## src/rtl/cawp_pkg.sv

```systemverilog
// Package with register map, field positions and constants for the counter array
package cawp_pkg;
	// ------------------------------------------------------------
	// Register addresses on the special-function-register bus
	// ------------------------------------------------------------
	localparam logic [7:0] ADDR_COUNTER_MODE  = 8'hd9;
	localparam logic [7:0] ADDR_MODULE_MODE   = 8'hdc;
	localparam logic [7:0] ADDR_COMPARE_LOW   = 8'hfb;
	localparam logic [7:0] ADDR_COMPARE_HIGH  = 8'hfc;
	localparam logic [7:0] ADDR_COUNT_LOW     = 8'hf9;
	localparam logic [7:0] ADDR_COUNT_HIGH    = 8'hfa;
	localparam logic [7:0] ADDR_STATUS        = 8'hd8;

	// ------------------------------------------------------------
	// Counter mode register fields
	// ------------------------------------------------------------
	localparam int CM_IDLE_SUSPEND   = 7;
	localparam int CM_WATCHDOG_SEL   = 6;
	localparam int CM_WATCHDOG_LOCK  = 5;
	localparam int CM_SOURCE_LSB     = 1;
	localparam int CM_OVF_IRQ_EN     = 0;
	localparam logic [7:0] CM_RESET  = 8'h40;
	localparam logic [7:0] CM_WMASK  = 8'hef;

	// ------------------------------------------------------------
	// Module mode register fields
	// ------------------------------------------------------------
	localparam int MM_WIDE_PWM       = 7;
	localparam int MM_COMP_EN        = 6;
	localparam int MM_MATCH_EN       = 3;
	localparam int MM_PWM_EN         = 1;
	localparam int MM_CAP_IRQ_EN     = 0;
	localparam logic [7:0] MM_RESET  = 8'h00;

	// Status register: bit 7 overflow flag, bit 0 compare flag
	localparam int ST_OVF_FLAG       = 7;
	localparam int ST_CMP_FLAG       = 0;

	// ------------------------------------------------------------
	// Count sources and divider counts
	// ------------------------------------------------------------
	typedef enum logic [2:0] {
		SRC_DIV12 = 3'h0,
		SRC_DIV4  = 3'h1,
		SRC_T0OVF = 3'h2,
		SRC_EXTIN = 3'h3,
		SRC_SYS   = 3'h4,
		SRC_EXT8  = 3'h5
	} cawp_src_t;
	localparam logic [3:0] DIV12_LAST = 4'hb;
	localparam logic [3:0] DIV4_LAST  = 4'h3;
	localparam logic [3:0] DIV8_LAST  = 4'h7;
endpackage : cawp_pkg

```

## src/rtl/cawp_tick_if.sv

```systemverilog
// Interface carrying the count tick from the source selector to the counter
`timescale 1ns/1ps
interface cawp_tick_if;
	logic       tick;
	logic [2:0] source;
	logic       suspend;
	modport gen (output tick, input source, input suspend);
	modport use_side (input tick, output source, output suspend);
endinterface : cawp_tick_if

```

## src/rtl/cawp_tick_gen.sv

```systemverilog
// Count source selection and prescaling for the counter array
`timescale 1ns/1ps
module cawp_tick_gen (
	input  wire logic  clk,
	input  wire logic  rstn,
	input  wire logic  timer0_ovf,
	input  wire logic  ext_count_in,
	input  wire logic  ext_clk_in,
	cawp_tick_if.gen   tk
);
	logic [3:0] pre_reg;
	logic [3:0] pre_next;
	logic [1:0] ecin_sync_reg;
	logic       ecin_old_reg;
	logic [1:0] eclk_sync_reg;
	logic       eclk_old_reg;
	logic [2:0] eclk_cnt_reg;
	logic       tick_reg;
	logic       tick_next;
	wire        pre_wrap;
	wire  [3:0] pre_last;
	wire        ecin_fall;
	wire        eclk_rise;
	wire        eclk_tick;

	assign pre_last = (tk.source == cawp_pkg::SRC_DIV12) ?
		cawp_pkg::DIV12_LAST : cawp_pkg::DIV4_LAST;
	assign pre_wrap  = (pre_reg >= pre_last);
	assign pre_next  = pre_wrap ? 4'h0 : pre_reg + 4'h1;
	assign ecin_fall = ecin_old_reg & ~ecin_sync_reg[1];
	assign eclk_rise = ~eclk_old_reg & eclk_sync_reg[1];
	assign eclk_tick = eclk_rise && (eclk_cnt_reg == cawp_pkg::DIV8_LAST[2:0]);

	always_comb begin
		unique case (tk.source)
			cawp_pkg::SRC_DIV12: tick_next = pre_wrap;
			cawp_pkg::SRC_DIV4:  tick_next = pre_wrap;
			cawp_pkg::SRC_T0OVF: tick_next = timer0_ovf;
			cawp_pkg::SRC_EXTIN: tick_next = ecin_fall;
			cawp_pkg::SRC_SYS:   tick_next = 1'b1;
			cawp_pkg::SRC_EXT8:  tick_next = eclk_tick;
			default:             tick_next = 1'b0;
		endcase
	end
	assign tk.tick = tick_reg;

	always_ff @(posedge clk or negedge rstn) begin
		if (!rstn) begin
			pre_reg       <= 4'h0;
			ecin_sync_reg <= 2'h3;
			ecin_old_reg  <= 1'b1;
			eclk_sync_reg <= 2'h0;
			eclk_old_reg  <= 1'b0;
			eclk_cnt_reg  <= 3'h0;
			tick_reg      <= 1'b0;
		end else begin
			ecin_sync_reg <= {ecin_sync_reg[0], ext_count_in};
			ecin_old_reg  <= ecin_sync_reg[1];
			eclk_sync_reg <= {eclk_sync_reg[0], ext_clk_in};
			eclk_old_reg  <= eclk_sync_reg[1];
			// Idle suspend freezes prescaler and holds tick low
			if (!tk.suspend) begin
				pre_reg  <= pre_next;
				tick_reg <= tick_next;
				if (eclk_rise)
					eclk_cnt_reg <= eclk_cnt_reg + 3'h1;
			end else begin
				tick_reg <= 1'b0;
			end
		end
	end
endmodule : cawp_tick_gen

```

## src/rtl/cawp_top.sv

```systemverilog
// Counter array with one wide-PWM compare module and mode registers
//
// Behaviour
// - Compare value sets low time per period
// - Counter match drives output high
// - Counter overflow drives output low unless compare is zero
// - Wide PWM needs enable, PWM, wide bits
// - Low write clears enable, high sets
// - High fraction is (65536-compare)/65536
// - Enable cleared gives constant low output
// - Idle-suspend bit stops array during idle
// - Watchdog select makes module 2 watchdog
// - Lock keeps watchdog select until reset
// - Three-bit count source selection
`timescale 1ns/1ps
module cawp_top (
	input  wire logic        clk,
	input  wire logic        rstn,
	input  wire logic        sfr_we,
	input  wire logic        sfr_re,
	input  wire logic [7:0]  sfr_addr,
	input  wire logic [7:0]  sfr_wdata,
	output logic      [7:0]  sfr_rdata,
	input  wire logic        cpu_idle,
	input  wire logic        timer0_ovf,
	input  wire logic        ext_count_in,
	input  wire logic        ext_clk_in,
	output logic             pwm_output_pin,
	output logic             overflow_irq,
	output logic             match_irq,
	output logic             watchdog_active
);
	// ------------------------------------------------------------
	// Registers
	// ------------------------------------------------------------
	logic [7:0]  counter_mode_reg;
	logic [7:0]  module_mode_reg;
	logic [15:0] compare_value_reg;
	logic [15:0] count_reg;
	logic        overflow_flag_reg;
	logic        compare_flag_reg;
	logic        pwm_reg;
	logic        ovf_irq_reg;
	logic        match_irq_reg;
	logic        wdog_reg;
	logic [7:0]  rdata_reg;
	logic [7:0]  rdata_next;

	cawp_tick_if tk ();

	cawp_tick_gen u_tick (
		.clk          (clk),
		.rstn         (rstn),
		.timer0_ovf   (timer0_ovf),
		.ext_count_in (ext_count_in),
		.ext_clk_in   (ext_clk_in),
		.tk           (tk)
	);

	// ------------------------------------------------------------
	// Decode
	// ------------------------------------------------------------
	wire wr_cmode  = sfr_we && (sfr_addr == cawp_pkg::ADDR_COUNTER_MODE);
	wire wr_mmode  = sfr_we && (sfr_addr == cawp_pkg::ADDR_MODULE_MODE);
	wire wr_cmp_lo = sfr_we && (sfr_addr == cawp_pkg::ADDR_COMPARE_LOW);
	wire wr_cmp_hi = sfr_we && (sfr_addr == cawp_pkg::ADDR_COMPARE_HIGH);
	wire wr_stat   = sfr_we && (sfr_addr == cawp_pkg::ADDR_STATUS);
	wire wr_cnt_lo = sfr_we && (sfr_addr == cawp_pkg::ADDR_COUNT_LOW);
	wire wr_cnt_hi = sfr_we && (sfr_addr == cawp_pkg::ADDR_COUNT_HIGH);

	wire idle_suspend    = counter_mode_reg[cawp_pkg::CM_IDLE_SUSPEND];
	wire watchdog_select = counter_mode_reg[cawp_pkg::CM_WATCHDOG_SEL];
	wire watchdog_lock   = counter_mode_reg[cawp_pkg::CM_WATCHDOG_LOCK];
	wire overflow_irq_enable = counter_mode_reg[cawp_pkg::CM_OVF_IRQ_EN];
	wire comparator_enable   = module_mode_reg[cawp_pkg::MM_COMP_EN];
	wire pwm_enable_bit      = module_mode_reg[cawp_pkg::MM_PWM_EN];
	wire wide_pwm_select     = module_mode_reg[cawp_pkg::MM_WIDE_PWM];
	wire match_enable        = module_mode_reg[cawp_pkg::MM_MATCH_EN];
	wire capture_flag_irq_enable = module_mode_reg[cawp_pkg::MM_CAP_IRQ_EN];

	wire wide_pwm_on = comparator_enable && pwm_enable_bit && wide_pwm_select;

	assign tk.source  = counter_mode_reg[cawp_pkg::CM_SOURCE_LSB +: 3];
	// Suspend only when selected and idling
	assign tk.suspend = idle_suspend && cpu_idle;

	wire        tick     = tk.tick;
	wire        ovf_now  = tick && (count_reg == 16'hffff);
	// Match on the tick that takes the counter to the compare value
	wire        match_now = tick && ((count_reg + 16'h0001) == compare_value_reg);

	// Mode writes blocked while watchdog selected
	wire        cmode_take = wr_cmode && !watchdog_select;
	// Lock holds watchdog select until reset
	wire        wdog_next_bit = (watchdog_lock && watchdog_select) ? 1'b1 :
		sfr_wdata[cawp_pkg::CM_WATCHDOG_SEL];
	wire [7:0]  cmode_wr_val = {sfr_wdata[7], wdog_next_bit, sfr_wdata[5:0]}
		& cawp_pkg::CM_WMASK;
	// Only the select bit responds while selected; unlocked it takes the written bit 6
	wire        cmode_wd_set = wr_cmode && watchdog_select;

	// ------------------------------------------------------------
	// Read mux
	// ------------------------------------------------------------
	always_comb begin
		unique case (sfr_addr)
			cawp_pkg::ADDR_COUNTER_MODE: rdata_next = counter_mode_reg;
			cawp_pkg::ADDR_MODULE_MODE:  rdata_next = module_mode_reg;
			cawp_pkg::ADDR_COMPARE_LOW:  rdata_next = compare_value_reg[7:0];
			cawp_pkg::ADDR_COMPARE_HIGH: rdata_next = compare_value_reg[15:8];
			cawp_pkg::ADDR_COUNT_LOW:    rdata_next = count_reg[7:0];
			cawp_pkg::ADDR_COUNT_HIGH:   rdata_next = count_reg[15:8];
			cawp_pkg::ADDR_STATUS: rdata_next = {overflow_flag_reg, 6'h00,
				compare_flag_reg};
			default:                     rdata_next = 8'h00;
		endcase
	end

	// ------------------------------------------------------------
	// Mode and compare registers
	// ------------------------------------------------------------
	always_ff @(posedge clk or negedge rstn) begin
		if (!rstn) begin
			counter_mode_reg <= cawp_pkg::CM_RESET;
		end else if (cmode_take) begin
			counter_mode_reg <= cmode_wr_val;
		end else if (cmode_wd_set) begin
			counter_mode_reg[cawp_pkg::CM_WATCHDOG_SEL] <= wdog_next_bit;
		end
	end

	always_ff @(posedge clk or negedge rstn) begin
		if (!rstn) begin
			module_mode_reg   <= cawp_pkg::MM_RESET;
			compare_value_reg <= 16'h0000;
		end else begin
			if (wr_mmode)
				module_mode_reg <= sfr_wdata;
			if (wr_cmp_lo) begin
				compare_value_reg[7:0] <= sfr_wdata;
				module_mode_reg[cawp_pkg::MM_COMP_EN] <= 1'b0;
			end
			if (wr_cmp_hi) begin
				compare_value_reg[15:8] <= sfr_wdata;
				module_mode_reg[cawp_pkg::MM_COMP_EN] <= 1'b1;
			end
		end
	end

	// ------------------------------------------------------------
	// Counter and flags
	// ------------------------------------------------------------
	always_ff @(posedge clk or negedge rstn) begin
		if (!rstn) begin
			count_reg         <= 16'h0000;
			overflow_flag_reg <= 1'b0;
			compare_flag_reg  <= 1'b0;
		end else begin
			// Software writes to the counter win over a tick
			if (wr_cnt_lo)
				count_reg[7:0] <= sfr_wdata;
			else if (wr_cnt_hi)
				count_reg[15:8] <= sfr_wdata;
			else if (tick)
				count_reg <= count_reg + 16'h0001;
			// Hardware set wins over a software clear in the same cycle
			if (ovf_now)
				overflow_flag_reg <= 1'b1;
			else if (wr_stat && !sfr_wdata[cawp_pkg::ST_OVF_FLAG])
				overflow_flag_reg <= 1'b0;
			if (match_now && wide_pwm_on && match_enable)
				compare_flag_reg <= 1'b1;
			else if (wr_stat && !sfr_wdata[cawp_pkg::ST_CMP_FLAG])
				compare_flag_reg <= 1'b0;
		end
	end

	// ------------------------------------------------------------
	// PWM output and outputs
	// ------------------------------------------------------------
	always_ff @(posedge clk or negedge rstn) begin
		if (!rstn) begin
			pwm_reg <= 1'b0;
		end else if (!wide_pwm_on) begin
			pwm_reg <= 1'b0;
		end else if (match_now) begin
			// Match sets output; compare zero keeps it high
			pwm_reg <= 1'b1;
		end else if (ovf_now) begin
			// Overflow clears output; low time = compare
			pwm_reg <= 1'b0;
		end
	end

	always_ff @(posedge clk or negedge rstn) begin
		if (!rstn) begin
			ovf_irq_reg   <= 1'b0;
			match_irq_reg <= 1'b0;
			wdog_reg      <= 1'b0;
			rdata_reg     <= 8'h00;
		end else begin
			ovf_irq_reg   <= overflow_flag_reg && overflow_irq_enable;
			// Match interrupt lets software pace updates
			match_irq_reg <= compare_flag_reg && capture_flag_irq_enable;
			// Module 2 runs as watchdog when selected
			wdog_reg      <= watchdog_select;
			if (sfr_re)
				rdata_reg <= rdata_next;
		end
	end

	assign pwm_output_pin  = pwm_reg;
	assign overflow_irq    = ovf_irq_reg;
	assign match_irq       = match_irq_reg;
	assign watchdog_active = wdog_reg;
	assign sfr_rdata       = rdata_reg;

	// ------------------------------------------------------------
	// Checks
	// ------------------------------------------------------------
	chk_match_sets_pin: assert property (@(posedge clk) disable iff (!rstn)
		(match_now && wide_pwm_on) |=> pwm_output_pin)
		else $error("pin not high after match");
	chk_ovf_clears_pin: assert property (@(posedge clk) disable iff (!rstn)
		(ovf_now && !match_now) |=> !pwm_output_pin)
		else $error("pin not low after overflow");
	chk_off_is_low: assert property (@(posedge clk) disable iff (!rstn)
		!$past(wide_pwm_on) |-> !pwm_output_pin)
		else $error("pin high with pwm off");
	chk_gate_bits: assert property (@(posedge clk) disable iff (!rstn)
		pwm_output_pin |-> $past(comparator_enable && pwm_enable_bit
		&& wide_pwm_select))
		else $error("pin high without mode bits");
	chk_low_clears_en: assert property (@(posedge clk) disable iff (!rstn)
		(wr_cmp_lo && !wr_cmp_hi) |=> !comparator_enable)
		else $error("low write left enable set");
	chk_high_sets_en: assert property (@(posedge clk) disable iff (!rstn)
		wr_cmp_hi |=> comparator_enable)
		else $error("high write left enable clear");
	chk_lock_holds_wd: assert property (@(posedge clk) disable iff (!rstn)
		(watchdog_lock && watchdog_select) |=> watchdog_select)
		else $error("locked watchdog select cleared");
	chk_wd_blocks_wr: assert property (@(posedge clk) disable iff (!rstn)
		(wr_cmode && watchdog_select) |=>
		$stable({counter_mode_reg[7], counter_mode_reg[5:0]}))
		else $error("mode changed while watchdog selected");
	chk_ovf_irq_mask: assert property (@(posedge clk) disable iff (!rstn)
		overflow_irq |-> $past(overflow_irq_enable))
		else $error("overflow interrupt while masked");
	chk_idle_freeze: assert property (@(posedge clk) disable iff (!rstn)
		(idle_suspend && cpu_idle) ##1 (idle_suspend && cpu_idle)
		|=> $stable(count_reg))
		else $error("counter ran during idle suspend");
endmodule : cawp_top

```

## config.mk

```make
export PLATFORM = sky130hd
export DESIGN_NAME = cawp_top
export DESIGN_NICKNAME = d
export VERILOG_FILES = /design/src/rtl/cawp_pkg.sv /design/src/rtl/cawp_tick_if.sv /design/src/rtl/cawp_tick_gen.sv /design/src/rtl/cawp_top.sv
export SDC_FILE = /design/constraint.sdc
export NUM_CORES = 1
export LEC_CHECK = 0
export ABC_AREA = 1
export BUFFER_PORTS_ARGS = -buffer_cell sky130_fd_sc_hd__clkbuf_2
export CAP_MARGIN = 20
export CORE_MARGIN = 5
export CORE_UTILIZATION = 45
export DETAILED_ROUTE_END_ITERATION = 8
export GPL_TIMING_DRIVEN = 0
export HOLD_SLACK_MARGIN = 0.1
export PLACE_DENSITY = 0.71
export SLEW_MARGIN = 20
export SYNTH_ARGS = -nofsm -noshare
export SYNTH_HDL_FRONTEND = slang
export SYNTH_SLANG_ARGS = --single-unit
export TNS_END_PERCENT = 30
```

## constraint.sdc

```tcl
create_clock -name clk -period 1.9 [get_ports clk]
set_input_delay 0.285 -clock clk [delete_from_list [all_inputs] [get_ports clk]]
set_output_delay 0.285 -clock clk [all_outputs]
set_load 0.05 [all_outputs]
```

# [Word level (Yosys, flattened, before mapping)]
# Index checks and enable logic that the tools add are counted.
[op_classes] n_bitwise=6 n_reduce_logical=36 n_eq_ne=17 n_mul=0 div_mod_pow=0 muxes=22 n_addsub=3 order_cmp=1 shift=0
[ops] cell="$eq A8 B8 Y1 const B" count=7
[ops] cell="$pmux W8 S7" count=1
[ops] cell="$mux W8" count=3
[ops] cell="$logic_and A1 B1 Y1" count=22
[ops] cell="$add A16 B1 Y16 const B" count=1
[ops] cell="$eq A16 B16 Y1" count=1
[ops] cell="$eq A16 B16 Y1 const B" count=1
[ops] cell="$mux W16" count=1
[ops] cell="$mux W1" count=13
[ops] cell="$reduce_bool A2 Y1" count=5
[ops] cell="$eq A3 B3 Y1 const B" count=3
[ops] cell="$mux W4" count=2
[ops] cell="$mux W7" count=1
[ops] cell="$eq A3 B2 Y1 const B" count=2
[ops] cell="$reduce_and A2 Y1" count=3
[ops] cell="$pmux W1 S5" count=1
[ops] cell="$add A4 B1 Y4 const B" count=1
[ops] cell="$ge A4 B4 Y1" count=1
[ops] cell="$not A1 Y1" count=4
[ops] cell="$add A3 B1 Y3 const B" count=1
[ops] cell="$eq A3 B1 Y1 const B" count=1
[ops] cell="$logic_not A1 Y1" count=3
[ops] cell="$logic_not A3 Y1" count=1
[ops] cell="$ne A3 B1 Y1 const B" count=1
[ops] cell="other kinds (4)" count=5
[totals] output_inout_bits=12 in_bits=24 word_cells=107 ramBits=0 memories=0 latch_bits=0 ff_bits=75 mem_bits_ro=0

# [Logic depth before layout (Yosys ltp)]
# Gate-level depths: netlist of run 1.
[depth] ltp_word=6 ltp_mapped=14 depth_no_buf=13

# [By module]
# A second synthesis of run 1 with hierarchy kept.
[hier_totals] cells_unflattened=572 area_unflattened_um2=4281.6
[modules_own_cells] module="cawp_top" area_per_inst_um2=3663.5 n_inst=1 seq_area_each_um2=1527.7 cells_each=508
[modules_own_cells] module="cawp_tick_gen" area_per_inst_um2=618.1 n_inst=1 seq_area_each_um2=354.1 cells_each=64

# [Worst setup path before layout of run 1]
# OpenSTA, ideal clock, no wires.
[synth_path] kind="register -> register" startpoint="reg count_reg[0]" endpoint="reg pwm_reg, in the netlist pwm_output_pin" synth_period_minus_slack_ns=1.654 n_path_buf=0 slack_ns=0.246 setup_ns=0.073 t_required_ns=1.827 path_stages_with_launch=14 arrival_time_ns=1.581 cell_sequence="dfrtp_1 ha_1 nand2_2 nor2_8 nand3_1 nand2_1 nand2_1 nand2_1 nand2_1 nor2_1 nand2_1 nor2_1 nand2_1 a21oi_2"
[synth_via] elab_chain_cells=5 word_cells_on_any_way=8 classes_between="add/sub: 1; eq/ne: 3; mux: 2; reduce/logical: 2"
[synth_rtl] item="start: declaration" line_no="cawp_top.sv:39" source="logic [15:0] count_reg;"
[synth_rtl] item="start signal: assignment" line_no="cawp_top.sv:161" source="count_reg[7:0] <= sfr_wdata;"
[synth_rtl] item="start signal: assignment" line_no="cawp_top.sv:165" source="count_reg <= count_reg + 16'h0001;"
[synth_rtl] item="$add A16 B1 Y16" line_no="cawp_top.sv:90" source="wire match_now = tick && ((count_reg + 16'h0001) == compare_value_reg);"
[synth_rtl] item="$eq A16 B16 Y1" line_no="cawp_top.sv:90"
[synth_rtl] item="$logic_and A1 B1 Y1" line_no="cawp_top.sv:90"
[synth_rtl] item="$mux W1" line_no="cawp_top.sv:186" source="end else if (match_now) begin"
[synth_rtl] item="$mux W1" line_no="cawp_top.sv:184" source="end else if (!wide_pwm_on) begin"
[synth_rtl] item="end signal: assignment" line_no="cawp_top.sv:183" source="pwm_reg <= 1'b0;"
[synth_rtl] item="end signal: assignment" line_no="cawp_top.sv:185" source="pwm_reg <= 1'b0;"
[synth_rtl] item="end signal: assignment" line_no="cawp_top.sv:188" source="pwm_reg <= 1'b1;"
[synth_rtl] item="end: declaration" line_no="cawp_top.sv:42" source="logic pwm_reg;"
# Several ways; a longest one is shown, not always the timed one.
# A chain may end at the register's enable or synchronous reset.

# [Worst setup path after layout of run 1]
[layout_path] startpoint="reg count_reg[1]" endpoint="reg pwm_reg, in the netlist pwm_output_pin"
# Same word-level chain as after synthesis.

==> qor.yml, run 1 <==
yosys.area.top_type: "dfrtp_1"
stdcell_area_um2: 5060
r2r_start: "count_reg[1]"
cap_violations: 0
start_util_pct: 45.4
die_area_um2: 11800
dpl_cell_area_um2: 4730
fillers: 938
via_per_inst: 5.42
worstPathArrival_ps: 2150
wl_per_cell_um: 16.1
cp-endpoint: "pwm_output_pin"
avgSynthCellArea_um2: 7.59
cts_buffers: 9
nets: 655
seqPwrFrac_pct: 41.8
core-area_um2: 9590
rows: 36
place.gp.congestion: 0.985
yosys-top-cells-area: "dfrtp_1 41%, nand2_1 13%, inv_1 6.5%"
hpwl_um: 9440
r2r-end: "pwm_output_pin"
use_met3_pct: 4.12
p_per_area_nw_per_um2: 1060
finalCritPeriodShare_pct: 97.3
use_met1_pct: 30.4
stdcell_count: 764
slew_viol_final: 0
dp_cells: 743
pwr-share-comb_pct: 34.1
synth_seq_area_share_pct: 43.2
die_h_um: 108
drive_above_1_share_pct: 19.8
area_growth_pct: 16.2
wirelength_um: 12300
synth-seq-cells: 75
cts_tree: "built"
p_leak_nw: 2.45
finalSetupTns_ps: 0
clk_latency_ps: 360
critPathLaunchType: "register"
worst_pin_slew_ps: 663
fmax_mhz: 541
num_vias: 4143
cts_root_buf: "clkbuf_8"
busiest_layer: "met2"
drtPass1Iterations: 8
grt_use_total_pct: 22.2
overflow: 0
io-pin-count: 36
critical_path.startpoint: "count_reg[1]"
cts-htree-levels: 3
switching_power_mw: 2.12
multiInputGateArea_um2: 2190
max_slew_margin_pct: 55.7
synth_fp_nets: 603
required_ps: 2200
end_kind: "register"
syn_inst: 574
synthFlopType: "dfrtp_1"
synthArstFlopShare_pct: 100
regArea_um2: 1890
crit_fanout: 8
clockPowerShare_pct: 24.1
antenna_found_initial: 0
setup_violations: 0
hold_viol: 0
ys.warnings.count: 0
reg2reg_depth: 11
die_w_um: 108
grt_pass1_wl_um: 20100
cts.sinks: 75
drtIter0Drc: 331
ys_types: 46
num_antenna_cells: 0
use_met2_pct: 35.0
antenna_left: 0
grt_max_degree: 49
period_needed_ps: 1850
cts.clk_slew.worst_paths_ps: 90
synth-edff-count: 0
clockBufferDepth: 2
fin_worst_skew_ps: 16.3
setup.worst_path.class: "reg -> reg"
synth_top_area_share_pct: 40.8
swShare_pct: 39.6
port_buffers: 35
drc: 0
ir_drop_uv: 578
internal_power_mw: 3.23
holdCritPathClass: "in -> reg"
r2r_setup_slack_ps: 50
grt_pass1_vias: 3935
netlist_area_um2: 4360
outcome: "complete, no violations"
[cell type report]
type	instances	area share, %
multi-input combinational	408	43.2
timing repair buffer	41	5.09
sequential	75	37.3
clock inverter	5	1.21
tap	133	3.29
clock buffer	11	2.79
inverter	83	6.15
buffer	8	0.939
[metrics by stage]
| stage | total power [mW] | hold WS, ps | setup WS [ps] | utilization (%) |
|---|---|---|---|---|
| global placement | 3.83 | 335 | -199 | 49.0 |
| detailed placement | 3.89 | 271 | -210 | 49.3 |
| floorplan | 3.38 | -10.6 | 246 | - |
| global route | 5.69 | 201 | -37.9 | 52.8 |
| CTS | 5.21 | 174 | 15.1 | 52.0 |
| finish | 5.35 | 187 | 51.1 | 52.8 |
[synth_stat cells, types with 2 or more instances]
master	count
o21a_1	3
a221oi_1	2
or2_2	3
ha_1	5
nand3b_1	2
nand3_1	49
nand4_1	16
xor2_1	3
nand3_2	2
o211ai_1	4
nor2_8	2
mux2_2	2
nand2_1	151
nand2_2	12
nor3_1	5
nor2_4	4
nor2_2	3
o311ai_0	3
a21boi_0	2
inv_1	75
o21ai_1	10
buf_2	6
dfrtp_1	71
dfstp_2	4
o22ai_1	8
a21oi_1	15
nand2_4	2
o21ai_0	54
nor2_1	33
inv_2	7
[power groups by stage]
| stage | clock network, mW | logic [mW] | registers [mW] |
|---|---|---|---|
| finish | 1.29 | 1.82 | 2.24 |
| global route | 1.37 | 2.05 | 2.27 |
| CTS | 1.30 | 1.70 | 2.21 |
| detailed placement | 0 | 1.63 | 2.25 |
| global placement | 0 | 1.58 | 2.24 |
| floorplan | 0 | 1.23 | 2.16 |
[critical path, cell delays in order, from the launching register on]
cell and delay [ps]:
dfrtp_2 420, ha_4 180, nand2_4 80, nor2_8 190
nand3_1 140, nand3_2 130, nand2_1 60, nor2_1 120
nand3_1 140, nor2_1 120, nand2_1 90, a21oi_2 110
[layout by cell type (no fill, tap or decap), drive strengths merged]
cell,instances
a21boi,2
nand2,165
dlygate4sd3,3
and2,1
o31ai,1
o22ai,8
clkinv,4
nand3b,2
xnor3,1
xor2,3
nand4,16
a2111oi,1
nor3,6
o221ai,1
clkbuf,47
mux2,3
nand3,51
o211ai,4
buf,10
dfrtp,71
inv,83
ha,5
bufinv,1
or3,1
xnor2,1
a21o,1
o21a,3
a21oi,16
a221oi,2
o311ai,3
or2,4
o21ai,65
nor2,42
dfstp,4
[layer usage]
metal  vias up  wire, µm  part of all wire, %
met5         -         0                    0
met4         0       431                  3.5
met3        32       857                  7.0
met2       153      5620                   46
met1      1963      5400                   44
li1       1995         -                    -
[how the worst min path moves through the flow]
stage	start	depth (start not counted)	slack (ps)	endpoint
floorplan	rstn	0	-10	compare_flag_reg
global placement	u_tick.eclk_sync_reg[0]	0	330	u_tick.eclk_sync_reg[1]
detailed placement	rstn	1	270	u_tick.eclk_cnt_reg[2]
CTS	sfr_wdata[2]	3	170	compare_value_reg[10]
global route	sfr_wdata[2]	3	200	compare_value_reg[10]
finish	sfr_wdata[2]	3	190	compare_value_reg[10]
[kinds of logic (layout without fill, tap and decap cells)]
kind of cell / after synthesis / in the layout / synth area share (%)
simple gates: 288 / 288 / 30.9
compound gates: 107 / 107 / 14.1
xor+xnor: 5 / 5 / 1.32
fa+ha+maj: 5 / 5 / 1.44
flops: 75 / 75 / 43.2
buf+inv: 91 / 148 / 8.18
mux: 3 / 3 / 0.861
[what timing repair did]
| action | in CTS | in global routing |
|---|---|---|
| gates resized for setup | 7 | 20 |
| hold buffers | 3 | 0 |
| pin swaps | 0 | 10 |
| endpoints found under the setup margin | 3 | 2 |
| buffers inserted | 1 | 1 |
| hold endpoints to repair | 26 | 0 |
Power figures use the tool's default switching activity.
==> inputs of run 2 (changes only) <==
--- a/config.mk
+++ b/config.mk
@@ -8,13 +8,12 @@
 export ABC_AREA = 1
 export BUFFER_PORTS_ARGS = -buffer_cell sky130_fd_sc_hd__clkbuf_2
 export CAP_MARGIN = 20
-export CORE_MARGIN = 5
 export CORE_UTILIZATION = 45
 export DETAILED_ROUTE_END_ITERATION = 8
 export GPL_TIMING_DRIVEN = 0
 export HOLD_SLACK_MARGIN = 0.1
 export PLACE_DENSITY = 0.71
-export SLEW_MARGIN = 20
+export SLEW_MARGIN = 0
 export SYNTH_ARGS = -nofsm -noshare
 export SYNTH_HDL_FRONTEND = slang
 export SYNTH_SLANG_ARGS = --single-unit
==> constraint.sdc (replaced) <==
create_clock -name clk -period 1.78 [get_ports clk]
set_input_delay 0.267 -clock clk [delete_from_list [all_inputs] [get_ports clk]]
set_output_delay 0.267 -clock clk [all_outputs]
set_load 0.05 [all_outputs]
==> qor.yml, run 2 (same netlist as run 1, synthesis figures left out) <==
rsz0062_at_grt: "true"
power_mw: 5.86  # was 5.35 mW
r2r_setup_slack_ps: -30  # was 50 ps
nets: 660  # was 655
antenna_found_initial: 0  # unchanged
grt_pass1_vias: 4063  # was 3,935
worstPathArrival_ps: 2120  # was 2150 ps
cts.clk_slew.worst_paths_ps: 90  # about the same
holdCritPathClass: "in -> reg"  # unchanged
cp_slowest_cell: "dfrtp_2"  # unchanged
cts_buffers: 9  # unchanged
outcome: "finished, violations left"  # was complete, no violations
max_slew_margin_pct: 69.6  # was 55.7%
place.gp.congestion: 0.960  # was 0.985
drc: 0  # unchanged
grt_use_total_pct: 27.4  # was 22.2%
internal_power_mw: 3.51  # was 3.23 mW
pwr-share-comb_pct: 35.7  # was 34.1%
cap_violations: 0  # unchanged
final_common_cell: "nand2_1"  # unchanged
hold_viol: 0  # unchanged
setup_violations: 2  # was 0
finalCritPeriodShare_pct: 102  # was 97.3%
clockPowerShare_pct: 23.6  # was 24.1%
p_per_area_nw_per_um2: 1140  # was 1060 nW/µm²
fmax_mhz: 551  # was 541 MHz
path_cells: "ha_4 > a21boi_1 > nand3_1 > nor2_2 > nand2_1 > nor2_2 > nand3_2 > nor2_1 > nand2_1 > a21oi_2"  # was ha_4 > nand2_4 > nor2_8 > nand3_1 > nand3_2 > nand2_1 > nor2_1 > nand3_1 > nor2_1 > nand2_1 > a21oi_2
die_w_um: 100  # was 108 µm
r2r_start: "count_reg[0]"  # was count_reg[1]
p_leak_nw: 2.47  # was 2.45 nW
die_h_um: 100  # was 108 µm
whs_path_depth: 3  # unchanged
port_buffers: 35  # unchanged
stdcell_area_um2: 5150  # was 5060 µm²
core-area_um2: 9330  # was 9590 µm²
wirelength_um: 12700  # was 12,300 µm
critPathTopFamily: "simple AND/OR/NAND/NOR gates"  # unchanged
grt_pass1_wl_um: 20900  # was 20,100 µm
reg2reg_depth: 10  # was 11
worst_slack_ps: -33.8  # was 51.1 ps
stdcell_count: 764  # unchanged
clk_latency_ps: 370  # was 360 ps
drtPass1Iterations: 5  # was 8
cts_tree: "built"  # unchanged
hpwl_um: 9530  # was 9440 µm
switching_power_mw: 2.35  # was 2.12 mW
drive_above_1_share_pct: 22.0  # was 19.8%
cts_root_buf: "clkbuf_8"  # unchanged
cp.buffers_inverters: 0  # unchanged
cts.sinks: 75  # unchanged
ir_drop_uv: 608  # was 578 µV
r2r-end: "pwm_output_pin"  # unchanged
slew_viol_final: 0  # unchanged
wl_per_cell_um: 16.7  # was 16.1 µm
seqPwrFrac_pct: 40.7  # was 41.8%
hold_start: "sfr_wdata[2]"  # unchanged
end_kind: "register"  # unchanged
start_util_pct: 46.7  # was 45.4%
crit_fanout: 3  # was 8
num_vias: 4214  # was 4,143
cts-htree-levels: 3  # unchanged
dp_cells: 739  # was 743
drtIter0Drc: 365  # was 331
swShare_pct: 40.2  # was 39.6%
cp_slowest_stage_delay_ps: 440  # was 420 ps
antenna_left: 0  # unchanged
rows: 35  # was 36
fillers: 864  # was 938
required_ps: 2080  # was 2200 ps
critPathLaunchType: "register"  # unchanged
via_per_inst: 5.52  # was 5.42
worst_pin_slew_ps: 456  # was 663 ps
num_antenna_cells: 0  # unchanged
setup.worst_path.class: "reg -> reg"  # unchanged
grt_max_degree: 47  # was 49
post-route-util_pct: 55.2  # was 52.8%
clockBufferDepth: 2  # unchanged
hold_end: "compare_value_reg[10]"  # unchanged
area_growth_pct: 18.1  # was 16.2%
io-pin-count: 36  # unchanged
overflow: 0  # unchanged
die_area_um2: 10100  # was 11,800 µm²
final_cell_mix: "145 x nand2_1, 75 x inv_1, 64 x dfrtp_1"  # was 149 x nand2_1, 75 x inv_1, 65 x dfrtp_1
fin_worst_skew_ps: 14.4  # was 16.3 ps
violations: "setup timing"
dpl_cell_area_um2: 4720  # was 4730 µm²
period_needed_ps: 1810  # was 1850 ps
-- run 2: cell count changes in the layout (fill, tap and decap cells not counted), moves of 2 or more --
cell        previous run  this run
buf_4                  1         6
clkinvlp_4             0         2
nand2_1              149       145
nand2_2               13        15
nand2_4                3         5
nor2_1                30        27
nor2_2                 5         7
-- run 2: worst reg2reg max path, delay by kind of cell (launching register included) --
family	cells	cell delay [ps]
AOI/OAI and AO/OA	2	260
adders and majority gates	1	250
DFF	1	440
and+or+nand+nor	7	810
-- run 2: metal layers --
layer	vias up	wire length, µm	global-route usage (%)
li1	2010	-	-
met1	1987	5630	37.4
met3	36	813	4.25
met4	0	537	15.9
met5	-	0	0
met2	181	5750	41.3
-- run 2: how the worst max path moves through the flow --
stage / end / cells after the start / startpoint
after floorplan: pwm_output_pin / 13 / count_reg[0]
after global placement: compare_flag_reg / 11 / count_reg[0]
after detailed placement: compare_flag_reg / 11 / count_reg[0]
after CTS: pwm_output_pin / 11 / count_reg[1]
after global routing: pwm_output_pin / 13 / count_reg[1]
final: pwm_output_pin / 10 / count_reg[0]
-- run 2: repair_timing --
action / CTS / global route
hold buffers: 3 / 0
resized for setup: 25 / 17
buffers inserted: 4 / 3
gates cloned: 0 / 0
pin swaps: 15 / 11
hold endpoints to repair: 28 / 0
endpoints found under the setup margin: 5 / 6
-- run 2: layout make-up --
type / instances / area, µm² / area share [%]
Multi-Input combinational cell: 408 / 2240 / 43.5
Sequential cell: 75 / 1890 / 36.7
Inverter: 83 / 314 / 6.10
Timing Repair Buffer: 46 / 295 / 5.74
Tap cell: 129 / 161 / 3.14
Clock buffer: 10 / 138 / 2.67
Clock inverter: 5 / 62.6 / 1.22
Buffer: 8 / 47.5 / 0.924
-- run 2: per-stage QoR --
step / worst slack [ps] / hold slack [ps] / TNS (ps)
final: -33.8 / 131 / -40.4
after detailed placement: -396 / 270 / -2910
after global routing: -97.8 / 167 / -173
after CTS: -24.6 / 131 / -46.3
after global placement: -363 / 335 / -19380
after floorplan: 126 / -28.6 / 0
-- run 2: power by group through the flow --
stage               Combinational, mW  Sequential, mW  Clock (mW)
CTS                              1.98            2.36        1.40
global placement                 1.69            2.40           0
floorplan                        1.31            2.30           0
global route                     2.31            2.42        1.47
detailed placement               1.77            2.40           0
finish                           2.10            2.38        1.38
